**src/rtl/rt_shadow_regs.svh**
```systemverilog
// register offsets, field positions and reset values of the runtime shadow bank
`ifndef RT_SHADOW_REGS_SVH
`define RT_SHADOW_REGS_SVH
`define OFS_EVT_STATUS 8'h1C
`define OFS_GAP 8'h1D
`define OFS_FORCE_CHG 8'h1E
`define OFS_RATE_MIRROR 8'h1F
`define OFS_SER1_MIRROR 8'h20
`define OFS_IRQ_MASK 8'h30
`define RST_EVT_STATUS 6'h00
`define RST_FORCE_CHG 2'h1
`define RST_RATE_MIRROR 8'h00
`define RST_SER1_MIRROR 8'h00
`define RST_IRQ_MASK 6'h00
`define EVT_BITS 6
`define RSVD_RATE_BIT 5
`define SER1_RSVD_LO 4
`define SER1_RSVD_HI 5
`define EDGE_WARM_CYCLES 2'h3
`define RATE_KEEP_MASK 8'hDF
`define SER1_KEEP_MASK 8'hCF
`define SER1_TRIG_HI 7
`define SER1_TRIG_LO 6
`endif

```
**src/rtl/rt_shadow_pkg.sv**
```systemverilog
// types shared by the runtime shadow bank
package rt_shadow_pkg;
    typedef enum logic [1:0] {
        BUS_IDLE = 2'b01,
        BUS_ANSWER = 2'b10
    } bus_state_e;
endpackage

```
**src/rtl/runtime_status_shadow_regs.sv**
```systemverilog
// runtime event status, forced media change and shadow registers on Avalon-MM
//
// The Avalon-MM register port is this design's own decision.
`timescale 1ns/1ps
`include "rt_shadow_regs.svh"

// Functional notes
// - writing one clears an event status bit, writing zero leaves it
// - both rising and falling pin transitions set the event bit
// - bits 0..2 latch gpio pins 21, 22, 41 until cleared
// - bits 3..5 latch gpio pins 43, 60, 61 until cleared
// - event status bits 7:6 read zero
// - offset 1D reads zero
// - software may set force-change bits 0 and 1, never clear them
// - step with drive0 select clears force-change 0
// - step with drive1 select clears force-change 1
// - media flag = ds0&fc0 | ds1&fc1 | external changed input
// - force-change resets to 0x01 on main power reset
// - offset 1F gives read-only copy of data-rate setting
// - rate mirror: rate 1:0, write_select_a 4:2, power-down 6, soft reset 7
// - offset 20 mirrors serial 1 queue control, bits 5:4 zero
// - receive trigger field in bits 7:6, bit 6 its lsb
module runtime_status_shadow_regs #(
    parameter int ADDR_W = 8
) (
    input wire logic SYS_CLK_I,
    input wire logic RST_N_I,
    input wire logic MAIN_RST_N_I,
    input wire logic [ADDR_W-1:0] AVS_ADDRESS_I,
    input wire logic AVS_READ_I,
    input wire logic AVS_WRITE_I,
    input wire logic [31:0] AVS_WRITEDATA_I,
    input wire logic [3:0] AVS_BYTEENABLE_I,
    output logic [31:0] AVS_READDATA_O,
    output logic AVS_WAITREQUEST_O,
    input wire logic GPIO_PIN_21_I,
    input wire logic GPIO_PIN_22_I,
    input wire logic GPIO_PIN_41_I,
    input wire logic GPIO_PIN_43_I,
    input wire logic GPIO_PIN_60_I,
    input wire logic GPIO_PIN_61_I,
    input wire logic HEAD_STEP_STROBE_N_I,
    input wire logic DRIVE0_SELECT_N_I,
    input wire logic DRIVE1_SELECT_N_I,
    input wire logic MEDIA_CHANGED_INPUT_N_I,
    input wire logic RATE_WR_I,
    input wire logic [7:0] RATE_WDATA_I,
    input wire logic SER1_QCTRL_WR_I,
    input wire logic [7:0] SER1_QCTRL_WDATA_I,
    output logic MEDIA_CHANGED_FLAG_O,
    output logic IRQ_O
);
    typedef struct packed {
        rt_shadow_pkg::bus_state_e bus;
        logic [31:0] rdata;
        logic [`EVT_BITS-1:0] evt;
        logic [`EVT_BITS-1:0] mask;
        logic [1:0] force_chg;
        logic [7:0] rate;
        logic [7:0] ser1;
        logic media;
    } regs_s;
    regs_s st_r;
    regs_s st_nxt;

    logic [`EVT_BITS-1:0] pin_edge;
    logic [`EVT_BITS-1:0] ev_clr;
    logic wr_hit;
    logic rd_hit;
    logic lane0;
    logic [`EVT_BITS-1:0] evt_q;
    logic [`EVT_BITS-1:0] wr_bits;
    logic [1:0] fc_wr;
    logic [1:0] trig_w;

    // pin order fixes status bit order
    edge_event_latch #(
        .WIDTH(`EVT_BITS)
    ) u_edges (
        .SYS_CLK_I(SYS_CLK_I),
        .RST_N_I(RST_N_I),
        .pins_i({GPIO_PIN_61_I, GPIO_PIN_60_I, GPIO_PIN_43_I,
                 GPIO_PIN_41_I, GPIO_PIN_22_I, GPIO_PIN_21_I}),
        .edge_o(pin_edge)
    );

    function automatic logic is_ofs(input logic [ADDR_W-1:0] a, input logic [7:0] o);
        is_ofs = (a == ADDR_W'(o));
    endfunction

    function automatic logic [7:0] read_mux(input regs_s s, input logic [ADDR_W-1:0] a);
        logic [7:0] v;
        v = 8'h00;
        if (is_ofs(a, `OFS_EVT_STATUS)) begin
            v = {2'h0, s.evt};
        end else if (is_ofs(a, `OFS_GAP)) begin
            v = 8'h00;
        end else if (is_ofs(a, `OFS_FORCE_CHG)) begin
            v = {6'h00, s.force_chg};
        end else if (is_ofs(a, `OFS_RATE_MIRROR)) begin
            v = s.rate;
        end else if (is_ofs(a, `OFS_SER1_MIRROR)) begin
            v = s.ser1;
        end else if (is_ofs(a, `OFS_IRQ_MASK)) begin
            v = {2'h0, s.mask};
        end
        read_mux = v;
    endfunction

    // one wait state on every access; answer in BUS_ANSWER
    assign wr_hit = AVS_WRITE_I && (st_r.bus == rt_shadow_pkg::BUS_ANSWER);
    assign rd_hit = AVS_READ_I && (st_r.bus == rt_shadow_pkg::BUS_ANSWER);
    assign lane0 = AVS_BYTEENABLE_I[0];
    assign ev_clr = (wr_hit && lane0 && is_ofs(AVS_ADDRESS_I, `OFS_EVT_STATUS))
        ? AVS_WRITEDATA_I[`EVT_BITS-1:0] : '0;
    // taps for the checks below
    assign evt_q = st_r.evt;
    assign wr_bits = AVS_WRITEDATA_I[`EVT_BITS-1:0];
    assign fc_wr = AVS_WRITEDATA_I[1:0];
    assign trig_w = SER1_QCTRL_WDATA_I[`SER1_TRIG_HI:`SER1_TRIG_LO];

    always_comb begin
        st_nxt = st_r;
        case (st_r.bus)
            rt_shadow_pkg::BUS_IDLE: begin
                if (AVS_READ_I || AVS_WRITE_I) begin
                    st_nxt.bus = rt_shadow_pkg::BUS_ANSWER;
                    st_nxt.rdata = {24'h000000, read_mux(st_r, AVS_ADDRESS_I)};
                end
            end
            rt_shadow_pkg::BUS_ANSWER: begin
                st_nxt.bus = rt_shadow_pkg::BUS_IDLE;
            end
            default: begin
                st_nxt.bus = rt_shadow_pkg::BUS_IDLE;
            end
        endcase
        // read of status clears it; a new edge in the same cycle wins
        if (rd_hit && is_ofs(AVS_ADDRESS_I, `OFS_EVT_STATUS)) begin
            // clear only what the snapshot returned; edges after it survive
            st_nxt.evt = st_r.evt & ~st_r.rdata[`EVT_BITS-1:0];
        end else begin
            st_nxt.evt = st_r.evt & ~ev_clr;
        end
        st_nxt.evt = st_nxt.evt | pin_edge;
        if (wr_hit && lane0 && is_ofs(AVS_ADDRESS_I, `OFS_IRQ_MASK)) begin
            st_nxt.mask = AVS_WRITEDATA_I[`EVT_BITS-1:0];
        end
        // hardware clear by step plus select; software set wins if same cycle
        if (!HEAD_STEP_STROBE_N_I && !DRIVE0_SELECT_N_I) begin
            st_nxt.force_chg[0] = 1'b0;
        end
        if (!HEAD_STEP_STROBE_N_I && !DRIVE1_SELECT_N_I) begin
            st_nxt.force_chg[1] = 1'b0;
        end
        if (wr_hit && lane0 && is_ofs(AVS_ADDRESS_I, `OFS_FORCE_CHG)) begin
            st_nxt.force_chg = st_nxt.force_chg | AVS_WRITEDATA_I[1:0];
        end
        if (RATE_WR_I) begin
            st_nxt.rate = RATE_WDATA_I;
            st_nxt.rate[`RSVD_RATE_BIT] = 1'b0;
        end
        if (SER1_QCTRL_WR_I) begin
            st_nxt.ser1 = SER1_QCTRL_WDATA_I;
            st_nxt.ser1[`SER1_RSVD_HI:`SER1_RSVD_LO] = 2'h0;
        end
        // selects are active low: selected drive reads its forced bit
        st_nxt.media = (!DRIVE0_SELECT_N_I && st_nxt.force_chg[0])
            || (!DRIVE1_SELECT_N_I && st_nxt.force_chg[1])
            || !MEDIA_CHANGED_INPUT_N_I;
    end

    always_ff @(posedge SYS_CLK_I) begin
        if (!RST_N_I) begin
            st_r.bus <= rt_shadow_pkg::BUS_IDLE;
            st_r.rdata <= 32'h00000000;
            st_r.evt <= `RST_EVT_STATUS;
            st_r.mask <= `RST_IRQ_MASK;
            st_r.media <= 1'b0;
        end else begin
            st_r.bus <= st_nxt.bus;
            st_r.rdata <= st_nxt.rdata;
            st_r.evt <= st_nxt.evt;
            st_r.mask <= st_nxt.mask;
            st_r.media <= st_nxt.media;
        end
        // main power domain: mirrors and force-change reset with their owners
        if (!MAIN_RST_N_I) begin
            st_r.force_chg <= `RST_FORCE_CHG;
            st_r.rate <= `RST_RATE_MIRROR;
            st_r.ser1 <= `RST_SER1_MIRROR;
        end else begin
            st_r.force_chg <= st_nxt.force_chg;
            st_r.rate <= st_nxt.rate;
            st_r.ser1 <= st_nxt.ser1;
        end
    end

    assign AVS_WAITREQUEST_O = (AVS_READ_I || AVS_WRITE_I)
        && (st_r.bus != rt_shadow_pkg::BUS_ANSWER);
    assign AVS_READDATA_O = st_r.rdata;
    assign MEDIA_CHANGED_FLAG_O = st_r.media;
    assign IRQ_O = |(st_r.evt & st_r.mask);
endmodule

```
**src/rtl/edge_event_latch.sv**
```systemverilog
// synchronises event pins and flags either edge as a one-cycle pulse
`timescale 1ns/1ps
`include "rt_shadow_regs.svh"
module edge_event_latch #(
    parameter int WIDTH = 6
) (
    input wire logic SYS_CLK_I,
    input wire logic RST_N_I,
    input wire logic [WIDTH-1:0] pins_i,
    output logic [WIDTH-1:0] edge_o
);
    typedef struct packed {
        logic [WIDTH-1:0] meta;
        logic [WIDTH-1:0] sync;
        logic [WIDTH-1:0] prev;
        logic [WIDTH-1:0] edge_p;
        logic [1:0] warm;
    } edge_s;
    edge_s st_r;
    edge_s st_nxt;

    always_comb begin
        st_nxt = st_r;
        st_nxt.meta = pins_i;
        st_nxt.sync = st_r.meta;
        st_nxt.prev = st_r.sync;
        // first stage feeds only the second; compare after it
        // no pulse until prev holds a real sample: a pin idling high after reset
        // must not look like an edge; a change inside that window is lost
        st_nxt.warm = (st_r.warm == `EDGE_WARM_CYCLES) ? st_r.warm : st_r.warm + 2'h1;
        st_nxt.edge_p = (st_r.warm == `EDGE_WARM_CYCLES)
            ? (st_r.sync ^ st_r.prev) : '0;
    end

    always_ff @(posedge SYS_CLK_I) begin
        if (!RST_N_I) begin
            st_r <= '0;
        end else begin
            st_r <= st_nxt;
        end
    end

    assign edge_o = st_r.edge_p;
endmodule

```
**config.mk**
```make
export PLATFORM = sky130hd
export DESIGN_NAME = runtime_status_shadow_regs
export DESIGN_NICKNAME = d
export VERILOG_FILES = /design/src/rtl/rt_shadow_pkg.sv /design/src/rtl/runtime_status_shadow_regs.sv /design/src/rtl/edge_event_latch.sv
export VERILOG_INCLUDE_DIRS = /design/src /design/src/rtl
export SDC_FILE = /design/constraint.sdc
export NUM_CORES = 1
export LEC_CHECK = 0
export ABC_CLOCK_PERIOD_IN_PS = 1800
export BUFFER_PORTS_ARGS = -buffer_cell sky130_fd_sc_hd__buf_2
export CORE_MARGIN = 10
export CORE_UTILIZATION = 30
export DETAILED_ROUTE_END_ITERATION = 8
export SLEW_MARGIN = 20
export SYNTH_ARGS = -nofsm -noshare
export SYNTH_HDL_FRONTEND = slang
export SYNTH_HIERARCHICAL = 1
export SYNTH_SLANG_ARGS = --single-unit
```
**constraint.sdc**
```tcl
create_clock -name SYS_CLK_I -period 1.8 [get_ports SYS_CLK_I]
set_clock_uncertainty 0.05 [all_clocks]
set_input_delay 0.36 -clock SYS_CLK_I [delete_from_list [all_inputs] [get_ports SYS_CLK_I]]
set_output_delay 0.36 -clock SYS_CLK_I [all_outputs]
set_load 0.05 [all_outputs]
```
Yosys cells after proc, flatten, opt, wreduce, memory -nomap -nowiden. Index checks and enable logic that the tools add are counted.

Register bits after elaboration: 64. Input port bits: 77. Output and inout bits: 35. Logic and storage cells: 66.

Add/sub/neg operators: 1. Eq/ne operators: 10. Mux-type cells: 11. Bitwise gates (word level): 8. Reduce and logical (&&, ||, !) cells: 23.

Operators by type and width (number): 8-bit two-way mux (5); 8-bit by 5-bit equality test with 1-bit output, second input constant (4); 6-bit bitwise AND (3); 6-bit two-way mux (3); 8-bit by 6-bit equality test with 1-bit output, second input constant (2); 1-bit logical AND (12); 6-bit inverter (2); 6-bit OR (1); 2-bit AND reduction (3); 6-bit OR reduction (1); 6-bit bitwise XOR (1); 2-bit equality test, second input constant (2); 1-bit logical NOT (4); 1-bit logical OR (3); 2-bit by 1-bit adder with 2-bit output, second input constant (1); 2-bit by 1-bit equality test with 1-bit output, second input constant (1); 1-bit two-way mux (2); 2-bit two-way mux (1); 2-bit != test, second input constant (1); 2-bit OR (1).

Logic depth before layout (Yosys ltp). Gate-level depths: netlist (run 1).

Depth in word-level cells: 9. Mapped depth: 7. Gate-level depth less buffers: 4.

By module. Netlist (run 1), hierarchy kept.

Modules (own cells, without submodules): runtime_status_shadow_regs (times used 1, cells each 220, area each 2042.0 sq um, sequential area each 760.7 sq um); edge_event_latch (times used 1, cells each 70, area each 810.8 sq um, sequential area each 520.5 sq um).

Worst setup path after synthesis (run 1). No wires, ideal clock.

Kind: input -> register. Start: input AVS_ADDRESS_I[0]. End: register st_r, in the netlist evt_q[0]. Library setup time: 0.115 ns. Arrival: 1.642 ns. Required time: 1.635 ns. Path slack: -0.006 ns. Stages: 5. Path buffers: 1. Cell sequence: buf_6 -> or4_4 -> nor4_4 -> a221oi_1 -> o21a_1.

Word-level cells in the longest chain between the ends: 7. Elaborated cells on any way between the ends: 8. Those cells by class: 1 x eq/ne; 2 x mux; 3 x bitwise; 2 x reduce/logical.

Ends and longest elaborated chain: from (decl) (line runtime_status_shadow_regs.sv:29) `input wire logic [ADDR_W-1:0] AVS_ADDRESS_I,`; 8-bit by 5-bit equality test with 1-bit output (*) (line runtime_status_shadow_regs.sv:88) `is_ofs = (a == ADDR_W'(o));`; 1-bit logical AND (line runtime_status_shadow_regs.sv:114) `` assign ev_clr = (wr_hit && lane0 && is_ofs(AVS_ADDRESS_I, `OFS_EVT_STATUS)) ``; 6-bit two-way mux (line runtime_status_shadow_regs.sv:114); 6-bit inverter (line runtime_status_shadow_regs.sv:143) `st_nxt.evt = st_r.evt & ~ev_clr;`; 6-bit bitwise AND (line runtime_status_shadow_regs.sv:143); 6-bit two-way mux (*) (line runtime_status_shadow_regs.sv:139) `` if (rd_hit && is_ofs(AVS_ADDRESS_I, `OFS_EVT_STATUS)) begin ``; 6-bit OR (*) (line runtime_status_shadow_regs.sv:145) `st_nxt.evt = st_nxt.evt | pin_edge;`; to (decl) (line runtime_status_shadow_regs.sv:63) `regs_s st_r;`.

Every way passes the cells marked *; elsewhere a longest branch is shown, timed or not. A chain may end at the register's enable or synchronous reset.

Worst setup path after layout (run 1).
Start: register st_r, in the netlist evt_q[1]. End: output IRQ_O.

Word-level cells in the longest chain between the ends: 2.

Ends and longest elaborated chain: 6-bit bitwise AND (line runtime_status_shadow_regs.sv:203) `assign IRQ_O = |(st_r.evt & st_r.mask);`; 6-bit OR reduction (line runtime_status_shadow_regs.sv:203); to (decl) (line runtime_status_shadow_regs.sv:51) `output logic IRQ_O`.

Every way passes these cells.

==> flow_results.xml, run 1 <==
<?xml version="1.0" encoding="UTF-8"?>
<metrics>
  <group name="detailed_routing">
    <metric name="initialDrtViolationCount" unit="">90</metric>
    <metric name="post-route-drc-count" unit="">0</metric>
    <metric name="routed_length_per_placed_instance" unit="µm">14.2</metric>
    <metric name="vias" unit="">2105</metric>
    <metric name="vias_per_cell" unit="">4.38</metric>
    <metric name="firstDrtPassIters" unit="">4</metric>
    <metric name="detail-route-antenna-nets" unit="">0</metric>
    <metric name="wirelength" unit="µm">6820</metric>
  </group>
  <group name="pwr">
    <metric name="p_clk_frac" unit="">0.373</metric>
    <metric name="relative_contribution_of_sequential_cells_to_total_power" unit="">0.483</metric>
    <metric name="power_per_cell_area" unit="nW/µm²">940</metric>
    <metric name="total_leakage_power" unit="nW">1.45</metric>
    <metric name="switching_share" unit="">0.272</metric>
    <metric name="vdd_drop_max" unit="mV">0.412</metric>
    <metric name="power.switching" unit="mW">0.858</metric>
    <metric name="cell_internal_pwr" unit="mW">2.30</metric>
    <metric name="power_frac_comb" unit="">0.144</metric>
  </group>
  <group name="cts">
    <metric name="cts.root.buffer_cell" unit="">sky130_fd_sc_hd__clkbuf_8</metric>
    <metric name="cts_hold_buffers_added" unit="">0</metric>
    <metric name="tritoncts_sinks" unit="">64</metric>
    <metric name="cts_tree" unit="">done</metric>
    <metric name="htree_levels" unit="">3</metric>
    <metric name="worst_skew_pair.late_latency" unit="ns">0.33</metric>
    <metric name="postCtsResizedCells" unit="">0</metric>
    <metric name="cts_setup_buffers" unit="">0</metric>
    <metric name="cts_buffer_depth" unit="">2</metric>
    <metric name="cts-buffers-inserted" unit="">9</metric>
    <metric name="clock_pin_transition_on_the_worst_setup_and_hold_timing_paths" unit="ns">0.07</metric>
  </group>
  <group name="synthesis">
    <metric name="asyncSetResetFlopFracSynth" unit="">0</metric>
    <metric name="post_synthesis_instance_total" unit="">290</metric>
    <metric name="synth-main-ff-cell" unit="">sky130_fd_sc_hd__dfxtp_1</metric>
    <metric name="ys_seq_area_frac" unit="">0.449</metric>
    <metric name="yosys_warnings" unit="">6</metric>
    <metric name="postSynthRegisterBits" unit="">64</metric>
    <metric name="syn-mean-instance-area" unit="µm²">9.84</metric>
    <metric name="yosysMostFrequentCell" unit="">sky130_fd_sc_hd__dfxtp_1</metric>
    <metric name="ys_types" unit="">44</metric>
    <metric name="synth_top_cells_by_count" unit="">64 x sky130_fd_sc_hd__dfxtp_1, 39 x sky130_fd_sc_hd__buf_4, 22 x sky130_fd_sc_hd__mux2i_1</metric>
    <metric name="synth_top_area_share" unit="">0.449</metric>
    <metric name="synth.cell_area" unit="µm²">2850</metric>
    <metric name="yosys.area.top_type" unit="">sky130_fd_sc_hd__dfxtp_1</metric>
    <metric name="synth_edf_count" unit="">0</metric>
    <metric name="synthTopCellsByArea" unit="">sky130_fd_sc_hd__dfxtp_1 45%, sky130_fd_sc_hd__buf_4 10%, sky130_fd_sc_hd__mux2i_1 7.7%, sky130_fd_sc_hd__and2_1 4.2%, sky130_fd_sc_hd__nor2b_1 3.3%</metric>
  </group>
  <group name="worst_setup_path">
    <metric name="crit_chain" unit="">a22oi_1, nand3_1, buf_2</metric>
    <metric name="timing.critical_path.max_delay_family" unit="">flip-flops</metric>
    <metric name="worst-path-max-fanout" unit="">4</metric>
    <metric name="cp_num_buf_inv" unit="">1</metric>
    <metric name="timing.critical_path.to_type" unit="">output port</metric>
    <metric name="worst-endpoint-arrival" unit="ns">1.25</metric>
    <metric name="timing.critical_path.slowest_stage_cell" unit="">sky130_fd_sc_hd__dfxtp_1</metric>
    <metric name="startpoint_type" unit="">flop</metric>
    <metric name="crit_cells" unit="">3</metric>
    <metric name="timing.critical_path.slowest_cell_delay" unit="ns">0.34</metric>
    <metric name="timing.setup.critical_path_class" unit="">reg -&gt; out</metric>
    <metric name="r2r.worst_path.cells" unit="">3</metric>
    <metric name="crit_required" unit="ns">1.39</metric>
  </group>
  <group name="sta">
    <metric name="drv_slew" unit="">0</metric>
    <metric name="post-route-min-period" unit="ns">1.66</metric>
    <metric name="report.final.hold_viol_count" unit="">0</metric>
    <metric name="unrepaired_setup_endpoints_after_global_routing" unit="">false</metric>
    <metric name="timing.final.setup_violations" unit="">0</metric>
    <metric name="min_period_over_period" unit="">0.921</metric>
    <metric name="fmax" unit="MHz">603</metric>
  </group>
  <group name="place">
    <metric name="dp.final_hpwl" unit="µm">5410</metric>
    <metric name="routabilityCongestion" unit="">0.849</metric>
    <metric name="dpl-instance-area" unit="µm²">3170</metric>
    <metric name="place.port_buffers" unit="">55</metric>
    <metric name="dpl.cell_count" unit="">466</metric>
  </group>
  <group name="die">
    <metric name="count_of_pins_on_the_block_boundary" unit="">112</metric>
    <metric name="die_w" unit="µm">118</metric>
    <metric name="placeable_core_area" unit="µm²">9240</metric>
    <metric name="fp.dieArea" unit="µm²">13800</metric>
    <metric name="die_h" unit="µm">118</metric>
    <metric name="initial_utilization" unit="">0.309</metric>
    <metric name="placement_rows" unit="">35</metric>
  </group>
  <group name="global_route">
    <metric name="globalRouteOverflowTotal" unit="">0</metric>
    <metric name="antenna_found_initial" unit="">1</metric>
    <metric name="first_pass_grt_wire_length" unit="µm">11000</metric>
    <metric name="grt_max_degree" unit="">27</metric>
    <metric name="grt_pass1_vias" unit="">2202</metric>
    <metric name="track_usage" unit="">0.0988</metric>
  </group>
  <group name="run_status">
    <metric name="outcome" unit="">completed</metric>
  </group>
  <group name="min_path">
    <metric name="hold_path_class" unit="">in -&gt; reg</metric>
    <metric name="hold-path-cell-count" unit="">2</metric>
  </group>
  <group name="cells_and_area">
    <metric name="nets" unit="">426</metric>
    <metric name="antennaDiodeCount" unit="">0</metric>
    <metric name="flow.area_growth_from_synthesis" unit="%">17.7</metric>
    <metric name="final_util" unit="">0.363</metric>
    <metric name="finish.instance_area" unit="µm²">3360</metric>
    <metric name="post_route_cells_drive_above_1_share" unit="">0.264</metric>
    <metric name="stdcell_count" unit="">481</metric>
  </group>
  <group name="flow_run">
    <metric name="max-cap-violations" unit="">0</metric>
  </group>
</metrics>
## cell type report
| type | count | area, µm² |
|---|---|---|
| fillers | 957 | 5880 |
| multi-input cells | 191 | 1280 |
| flip-flops and latches | 64 | 1280 |
| repair buffers | 73 | 410 |
| well taps | 129 | 161 |
| clock buffers | 11 | 141 |
| clock inverters | 4 | 45.0 |
| inverters | 9 | 33.8 |
## state kept, by name (all words and copies together) (netlist names)
| register | count |
|---|---|
| AVS_READDATA_O | 8 |
| MEDIA_CHANGED_FLAG_O | 1 |
| u_edges/edge_o | 6 |
| u_edges/st_r | 8 |
| st_r | 23 |
| evt_q | 6 |
| u_edges/st_nxt | 12 |
## layer usage
metal  vias to the layer above  global-route usage  part of all wire
li1                       1066                   -                 -
met2                        73               0.160              0.48
met1                       956               0.112              0.44
met5                         -                   0            0.0010
met3                         8              0.0484             0.075
met4                         2              0.0309             0.010
## worst paths after layout
path                            from                 end  slack (ns)
setup / recovery            evt_q[1]               IRQ_O        0.14
hold / removal         GPIO_PIN_43_I  u_edges/st_nxt[17]        0.18
setup reg to reg            st_r[63]   AVS_READDATA_O[7]        0.18
hold reg to reg   u_edges/st_nxt[17]  u_edges/st_nxt[11]        0.38
## kinds of logic (layout without fill, tap and decap cells)
logic type | Yosys count | count (layout) | share of synthesized area
simple gates | 84 | 84 | 0.179
flops | 64 | 64 | 0.449
buf+inv | 58 | 97 | 0.131
compound gates | 53 | 53 | 0.137
mux | 22 | 22 | 0.0772
xor+xnor | 7 | 7 | 0.0215
fa+ha+maj | 1 | 1 | 0.00439
other cells | 1 | 24 | 0.00131
## power groups by stage
stage	Combinational (mW)	Sequential (mW)	Clock, mW
5_1_grt	0.495	1.53	1.27
3_3_place_gp	0.447	1.55	0
3_5_place_dp	0.453	1.56	0
4_1_cts	0.456	1.52	1.21
6_report	0.454	1.52	1.18
2_1_floorplan	0.375	1.55	0
## cells in the final DEF (no fill, tap or decap), types with 3 or more instances in the layout
master                      n
sky130_fd_sc_hd__clkbuf_8  10
sky130_fd_sc_hd__nor2b_1   15
sky130_fd_sc_hd__buf_4     18
sky130_fd_sc_hd__o21a_1     9
sky130_fd_sc_hd__o21ai_0    9
sky130_fd_sc_hd__dfxtp_1   64
sky130_fd_sc_hd__buf_2     55
sky130_fd_sc_hd__clkinv_2   3
sky130_fd_sc_hd__xnor2_1    7
sky130_fd_sc_hd__and2_1    19
sky130_fd_sc_hd__inv_1      8
sky130_fd_sc_hd__mux2i_1   22
sky130_fd_sc_hd__a21oi_1    3
sky130_fd_sc_hd__conb_1    24
sky130_fd_sc_hd__nand4b_1   3
sky130_fd_sc_hd__nand2_1   10
sky130_fd_sc_hd__a311oi_1   3
sky130_fd_sc_hd__a22o_1     4
sky130_fd_sc_hd__a221oi_1   7
sky130_fd_sc_hd__nor2_1    19
sky130_fd_sc_hd__a22oi_1    7
## stage by stage
stage                     total power, mW  hold slack [ns]  TNS (ns)  worst slack (ns)
after floorplan                      1.92            0.362         0            0.0154
after detailed placement             2.01            0.367     -1.06            -0.148
final                                3.16            0.181         0             0.142
after global placement               2.00            0.365     -1.02            -0.140
after CTS                            3.19            0.161         0             0.100
after global routing                 3.30            0.168         0            0.0451
(Power assumes the default switching activity.)
==> inputs of run 2 (changes only) <==
--- a/config.mk
+++ b/config.mk
@@ -10,8 +10,10 @@
 export BUFFER_PORTS_ARGS = -buffer_cell sky130_fd_sc_hd__buf_2
 export CORE_MARGIN = 10
 export CORE_UTILIZATION = 30
+export CTS_BUF_LIST = sky130_fd_sc_hd__clkbuf_4 sky130_fd_sc_hd__clkbuf_8
 export DETAILED_ROUTE_END_ITERATION = 8
-export SLEW_MARGIN = 20
+export GPL_TIMING_DRIVEN = 1
+export SLEW_MARGIN = 0
 export SYNTH_ARGS = -nofsm -noshare
 export SYNTH_HDL_FRONTEND = slang
 export SYNTH_HIERARCHICAL = 1
==> flow_results.xml, run 2 (synthesis results as in run 1) <==
<?xml version="1.0" encoding="UTF-8"?>
<metrics>
  <group name="worst_setup_path">
    <metric name="r2r_end" unit="">AVS_READDATA_O[7]</metric>
    <metric name="r2r.worst_path.cells" unit="">3</metric>
    <metric name="timing.setup.critical_path_class" unit="">reg -&gt; out</metric>
    <metric name="crit_required" unit="ns">1.39</metric>
    <metric name="worst-endpoint-arrival" unit="ns">1.25</metric>
    <metric name="startpoint" unit="">evt_q[1]</metric>
    <metric name="worst-path-max-fanout" unit="">4</metric>
    <metric name="worst-r2r-setup-slack" unit="ns">0.18</metric>
    <metric name="startpoint_type" unit="">flop</metric>
    <metric name="rr_startpoint" unit="">st_r[63]</metric>
    <metric name="timing.critical_path.to_type" unit="">output port</metric>
  </group>
  <group name="sta">
    <metric name="fin_worst_hold_slack" unit="ns">0.181</metric>
    <metric name="drv_slew" unit="">0</metric>
    <metric name="fmax" unit="MHz">603</metric>
    <metric name="timing.final.setup_violations" unit="">0</metric>
    <metric name="min_period_over_period" unit="">0.921</metric>
    <metric name="unrepaired_setup_endpoints_after_global_routing" unit="">false</metric>
    <metric name="report.final.hold_viol_count" unit="">0</metric>
    <metric name="post-route-min-period" unit="ns">1.66</metric>
    <metric name="worst_slack" unit="ns">0.142</metric>
  </group>
  <group name="cts">
    <metric name="cts_hold_buffers_added" unit="">0</metric>
    <metric name="clock_pin_transition_on_the_worst_setup_and_hold_timing_paths" unit="ns">0.07</metric>
    <metric name="worst_skew_pair.late_latency" unit="ns">0.33</metric>
    <metric name="cts.root.buffer_cell" unit="">sky130_fd_sc_hd__clkbuf_8</metric>
    <metric name="cts_setup_buffers" unit="">0</metric>
    <metric name="postCtsResizedCells" unit="">0</metric>
    <metric name="tritoncts_sinks" unit="">64</metric>
    <metric name="htree_levels" unit="">3</metric>
    <metric name="cts_buffer_depth" unit="">2</metric>
    <metric name="cts-buffers-inserted" unit="">9</metric>
    <metric name="cts_tree" unit="">done</metric>
  </group>
  <group name="pwr">
    <metric name="cell_internal_pwr" unit="mW">2.31</metric>
    <metric name="vdd_drop_max" unit="mV">0.412</metric>
    <metric name="switching_share" unit="">0.271</metric>
    <metric name="power.switching" unit="mW">0.858</metric>
    <metric name="power_per_cell_area" unit="nW/µm²">943</metric>
    <metric name="p_clk_frac" unit="">0.376</metric>
    <metric name="relative_contribution_of_sequential_cells_to_total_power" unit="">0.481</metric>
    <metric name="power_frac_comb" unit="">0.143</metric>
    <metric name="total_leakage_power" unit="nW">1.45</metric>
  </group>
  <group name="die">
    <metric name="initial_utilization" unit="">0.309</metric>
    <metric name="count_of_pins_on_the_block_boundary" unit="">112</metric>
    <metric name="placement_rows" unit="">35</metric>
    <metric name="placeable_core_area" unit="µm²">9240</metric>
    <metric name="die_h" unit="µm">118</metric>
    <metric name="fp.dieArea" unit="µm²">13800</metric>
    <metric name="die_w" unit="µm">118</metric>
  </group>
  <group name="run_status">
    <metric name="outcome" unit="">completed</metric>
  </group>
  <group name="cells_and_area">
    <metric name="layout_commonest_cell" unit="">sky130_fd_sc_hd__dfxtp_1</metric>
    <metric name="largest_register_ffs" unit="">23</metric>
    <metric name="finish.instance_area" unit="µm²">3360</metric>
    <metric name="antennaDiodeCount" unit="">0</metric>
    <metric name="nets" unit="">426</metric>
    <metric name="final_util" unit="">0.364</metric>
    <metric name="flow.area_growth_from_synthesis" unit="%">17.8</metric>
    <metric name="regMostFlops" unit="">st_r</metric>
    <metric name="post_route_cells_drive_above_1_share" unit="">0.267</metric>
    <metric name="final_cell_mix" unit="">64 x sky130_fd_sc_hd__dfxtp_1, 55 x sky130_fd_sc_hd__buf_2, 24 x sky130_fd_sc_hd__conb_1</metric>
  </group>
  <group name="place">
    <metric name="dp.final_hpwl" unit="µm">5410</metric>
    <metric name="routabilityCongestion" unit="">0.849</metric>
    <metric name="dp_slack" unit="ns">-0.148</metric>
    <metric name="place.port_buffers" unit="">55</metric>
    <metric name="dpl-instance-area" unit="µm²">3170</metric>
  </group>
  <group name="flow_run">
    <metric name="max-cap-violations" unit="">0</metric>
  </group>
  <group name="detailed_routing">
    <metric name="initialDrtViolationCount" unit="">90</metric>
    <metric name="post-route-drc-count" unit="">0</metric>
    <metric name="detail-route-antenna-nets" unit="">0</metric>
    <metric name="wirelength" unit="µm">6820</metric>
    <metric name="firstDrtPassIters" unit="">4</metric>
    <metric name="routed_length_per_placed_instance" unit="µm">14.2</metric>
    <metric name="vias_per_cell" unit="">4.38</metric>
    <metric name="vias" unit="">2105</metric>
  </group>
  <group name="global_route">
    <metric name="antenna_found_initial" unit="">1</metric>
    <metric name="globalRouteOverflowTotal" unit="">0</metric>
    <metric name="first_pass_grt_wire_length" unit="µm">11000</metric>
    <metric name="grt_pass1_vias" unit="">2202</metric>
    <metric name="grt_max_degree" unit="">27</metric>
    <metric name="track_usage" unit="">0.0988</metric>
  </group>
  <group name="min_path">
    <metric name="holdCritStartpoint" unit="">GPIO_PIN_43_I</metric>
    <metric name="hold_path_endpoint" unit="">u_edges/st_nxt[17]</metric>
    <metric name="hold_path_class" unit="">in -&gt; reg</metric>
    <metric name="hold-path-cell-count" unit="">2</metric>
  </group>
</metrics>
==> run 2: changes by cell type in the layout (fill, tap and decap cells not counted) <==
cell / previous run / this run
sky130_fd_sc_hd__clkbuf_1: 1 / 0
sky130_fd_sc_hd__clkbuf_4: 0 / 1
==> run 2: power groups by stage <==
stage          sequential (mW)  clock [mW]  combinational (mW)
2_1_floorplan             1.55           0               0.375
3_3_place_gp              1.55           0               0.447
3_5_place_dp              1.56           0               0.453
4_1_cts                   1.52        1.23               0.456
5_1_grt                   1.53        1.29               0.495
6_report                  1.52        1.19               0.454
==> run 2: area by class of cell <==
cell class / instances / area (µm²)
clock buffers: 11 / 145
clock inverters: 4 / 45.0
fillers: 957 / 5880
inverters: 9 / 33.8
multi-input cells: 191 / 1280
flip-flops and latches: 64 / 1280
well taps: 129 / 161
repair buffers: 73 / 410
==> run 2: critical path, stage by stage, from the launching register on <==
cell and delay (ns):
sky130_fd_sc_hd__dfxtp_1 0.34, sky130_fd_sc_hd__a22oi_1 0.20, sky130_fd_sc_hd__nand3_1 0.14, sky130_fd_sc_hd__buf_2 0.24
==> run 2: worst max path at each step <==
| stage | endpoint | cells past startpoint |
|---|---|---|
| 2_1_floorplan | evt_q[0] | 6 |
| 3_3_place_gp | evt_q[1] | 6 |
| 3_5_place_dp | evt_q[1] | 6 |
| 4_1_cts | IRQ_O | 3 |
| 5_1_grt | IRQ_O | 3 |
| 6_report | IRQ_O | 3 |
==> run 2: routing by layer <==
metal,global-route usage,wire [µm],vias to the layer above,part of all wire
li1,-,-,1066,-
met1,0.112,2980,956,0.44
met2,0.160,3250,73,0.48
met3,0.0484,514,8,0.075
met4,0.0309,70,2,0.010
met5,0,7,-,0.0010
==> run 2: metrics by stage <==
stage	instances	TNS (ns)	power, mW
after floorplan	313	0	1.92
after global placement	466	-1.02	2.00
after detailed placement	466	-1.06	2.01
after CTS	481	0	3.21
after global routing	481	0	3.31
final	481	0	3.17
==> inputs of run 3 (changes only) <==
--- a/config.mk
+++ b/config.mk
@@ -13,6 +13,7 @@
 export CTS_BUF_LIST = sky130_fd_sc_hd__clkbuf_4 sky130_fd_sc_hd__clkbuf_8
 export DETAILED_ROUTE_END_ITERATION = 8
 export GPL_TIMING_DRIVEN = 1
+export RECOVER_POWER = 50
 export SLEW_MARGIN = 0
 export SYNTH_ARGS = -nofsm -noshare
 export SYNTH_HDL_FRONTEND = slang
==> flow_results.xml, run 3 (synthesis results as in run 1) <==
<?xml version="1.0" encoding="UTF-8"?>
<metrics>
  <group name="pwr">
    <metric name="power_per_cell_area" unit="nW/µm²">944</metric>
    <metric name="vdd_drop_max" unit="mV">0.395</metric>
    <metric name="total_leakage_power" unit="nW">1.45</metric>
    <metric name="total_power" unit="mW">3.17</metric>
  </group>
  <group name="cts">
    <metric name="postCtsResizedCells" unit="">0</metric>
    <metric name="clock_pin_transition_on_the_worst_setup_and_hold_timing_paths" unit="ns">0.07</metric>
    <metric name="cts_setup_buffers" unit="">0</metric>
    <metric name="htree_levels" unit="">3</metric>
    <metric name="cts.root.buffer_cell" unit="">sky130_fd_sc_hd__clkbuf_8</metric>
    <metric name="cts-buffers-inserted" unit="">9</metric>
    <metric name="cts_buffer_depth" unit="">2</metric>
    <metric name="cts_tree" unit="">done</metric>
    <metric name="worst_skew_pair.late_latency" unit="ns">0.33</metric>
    <metric name="cts_hold_buffers_added" unit="">0</metric>
    <metric name="tritoncts_sinks" unit="">64</metric>
  </group>
  <group name="place">
    <metric name="dpl-instance-area" unit="µm²">3170</metric>
    <metric name="place.port_buffers" unit="">55</metric>
    <metric name="dp.final_hpwl" unit="µm">5410</metric>
    <metric name="routabilityCongestion" unit="">0.849</metric>
  </group>
  <group name="flow_run">
    <metric name="max-cap-violations" unit="">0</metric>
  </group>
  <group name="cells_and_area">
    <metric name="regMostFlops" unit="">st_r</metric>
    <metric name="flow.area_growth_from_synthesis" unit="%">17.7</metric>
    <metric name="layout_commonest_cell" unit="">sky130_fd_sc_hd__dfxtp_1</metric>
    <metric name="final_util" unit="">0.363</metric>
    <metric name="antennaDiodeCount" unit="">0</metric>
    <metric name="largest_register_ffs" unit="">23</metric>
    <metric name="nets" unit="">426</metric>
    <metric name="final_cell_mix" unit="">64 x sky130_fd_sc_hd__dfxtp_1, 54 x sky130_fd_sc_hd__buf_2, 24 x sky130_fd_sc_hd__conb_1</metric>
    <metric name="finish.instance_area" unit="µm²">3360</metric>
    <metric name="post_route_cells_drive_above_1_share" unit="">0.264</metric>
  </group>
  <group name="worst_setup_path">
    <metric name="crit_required" unit="ns">1.39</metric>
    <metric name="cp_num_buf_inv" unit="">1</metric>
    <metric name="timing.critical_path.max_delay_family" unit="">flip-flops</metric>
    <metric name="worst-endpoint-arrival" unit="ns">1.25</metric>
    <metric name="timing.critical_path.slowest_cell_delay" unit="ns">0.34</metric>
    <metric name="startpoint_type" unit="">flop</metric>
    <metric name="crit_chain" unit="">a22oi_1, nand3_1, buf_2</metric>
    <metric name="timing.setup.critical_path_class" unit="">reg -&gt; out</metric>
    <metric name="worst-path-max-fanout" unit="">4</metric>
    <metric name="timing.critical_path.slowest_stage_cell" unit="">sky130_fd_sc_hd__dfxtp_1</metric>
    <metric name="timing.critical_path.to_type" unit="">output port</metric>
  </group>
  <group name="global_route">
    <metric name="first_pass_grt_wire_length" unit="µm">11000</metric>
    <metric name="globalRouteOverflowTotal" unit="">0</metric>
    <metric name="grt_max_degree" unit="">27</metric>
    <metric name="track_usage" unit="">0.0988</metric>
    <metric name="grt_pass1_vias" unit="">2202</metric>
    <metric name="antenna_found_initial" unit="">1</metric>
  </group>
  <group name="sta">
    <metric name="post-route-min-period" unit="ns">1.66</metric>
    <metric name="fmax" unit="MHz">603</metric>
    <metric name="report.final.hold_viol_count" unit="">0</metric>
    <metric name="unrepaired_setup_endpoints_after_global_routing" unit="">false</metric>
    <metric name="min_period_over_period" unit="">0.921</metric>
    <metric name="drv_slew" unit="">0</metric>
    <metric name="timing.final.setup_violations" unit="">0</metric>
  </group>
  <group name="detailed_routing">
    <metric name="vias_per_cell" unit="">4.37</metric>
    <metric name="routed_length_per_placed_instance" unit="µm">14.2</metric>
    <metric name="detail-route-antenna-nets" unit="">0</metric>
    <metric name="firstDrtPassIters" unit="">4</metric>
    <metric name="vias" unit="">2102</metric>
    <metric name="initialDrtViolationCount" unit="">90</metric>
    <metric name="wirelength" unit="µm">6820</metric>
    <metric name="post-route-drc-count" unit="">0</metric>
  </group>
  <group name="run_status">
    <metric name="outcome" unit="">completed</metric>
  </group>
  <group name="die">
    <metric name="die_w" unit="µm">118</metric>
    <metric name="placeable_core_area" unit="µm²">9240</metric>
    <metric name="count_of_pins_on_the_block_boundary" unit="">112</metric>
    <metric name="fp.dieArea" unit="µm²">13800</metric>
    <metric name="placement_rows" unit="">35</metric>
    <metric name="initial_utilization" unit="">0.309</metric>
    <metric name="die_h" unit="µm">118</metric>
  </group>
  <group name="min_path">
    <metric name="hold_path_class" unit="">in -&gt; reg</metric>
  </group>
</metrics>
-- run 3: cell count changes in the layout (fill, tap and decap cells not counted), sizes merged --
cell and delta:
clkbuf +2, buf -2
-- run 3: stage by stage --
stage          instances  setup TNS (ns)  hold WS, ns  worst slack [ns]
6_report             481               0        0.181             0.141
3_5_place_dp         466           -1.06        0.367            -0.148
5_1_grt              481               0        0.168            0.0451
3_3_place_gp         466           -1.02        0.365            -0.140
2_1_floorplan        313               0        0.362            0.0154
4_1_cts              481               0        0.161             0.100
-- run 3: final timing paths --
check                          start            endpoint  slack [ns]  cells after the start
setup / recovery            evt_q[1]               IRQ_O        0.14                      3
hold / removal         GPIO_PIN_43_I  u_edges/st_nxt[17]        0.18                      2
setup reg to reg            st_r[63]   AVS_READDATA_O[7]        0.18                      3
hold reg to reg   u_edges/st_nxt[17]  u_edges/st_nxt[11]        0.38                      1
-- run 3: final cells by class --
type                    count  area (µm²)
clock buffers              11         145
clock inverters             4        45.0
multi-input cells         191        1280
inverters                   9        33.8
well taps                 129         161
flip-flops and latches     64        1280
fillers                   958        5880
repair buffers             73         407
-- run 3: report_power, final --
part / internal [mW] / switching (mW) / total [mW]
logic: 0.149 / 0.304 / 0.453
registers: 1.48 / 0.0402 / 1.52
clock network: 0.678 / 0.515 / 1.19
total: 2.31 / 0.859 / 3.17
-- run 3: worst register-to-register path: cells and delay by family, from the launching register on --
family | cells | cell delay (ns)
and+or+nand+nor | 1 | 0.54
AOI/OAI and AO/OA | 2 | 0.61
DFF | 1 | 0.36
-- run 3: metal layers --
| layer | vias to the layer above | routed length, µm | GRT usage |
|---|---|---|---|
| li1 | 1066 | - | - |
| met1 | 953 | 2980 | 0.112 |
| met2 | 73 | 3250 | 0.160 |
| met3 | 8 | 514 | 0.0484 |
| met4 | 2 | 70 | 0.0309 |
| met5 | - | 7 | 0 |
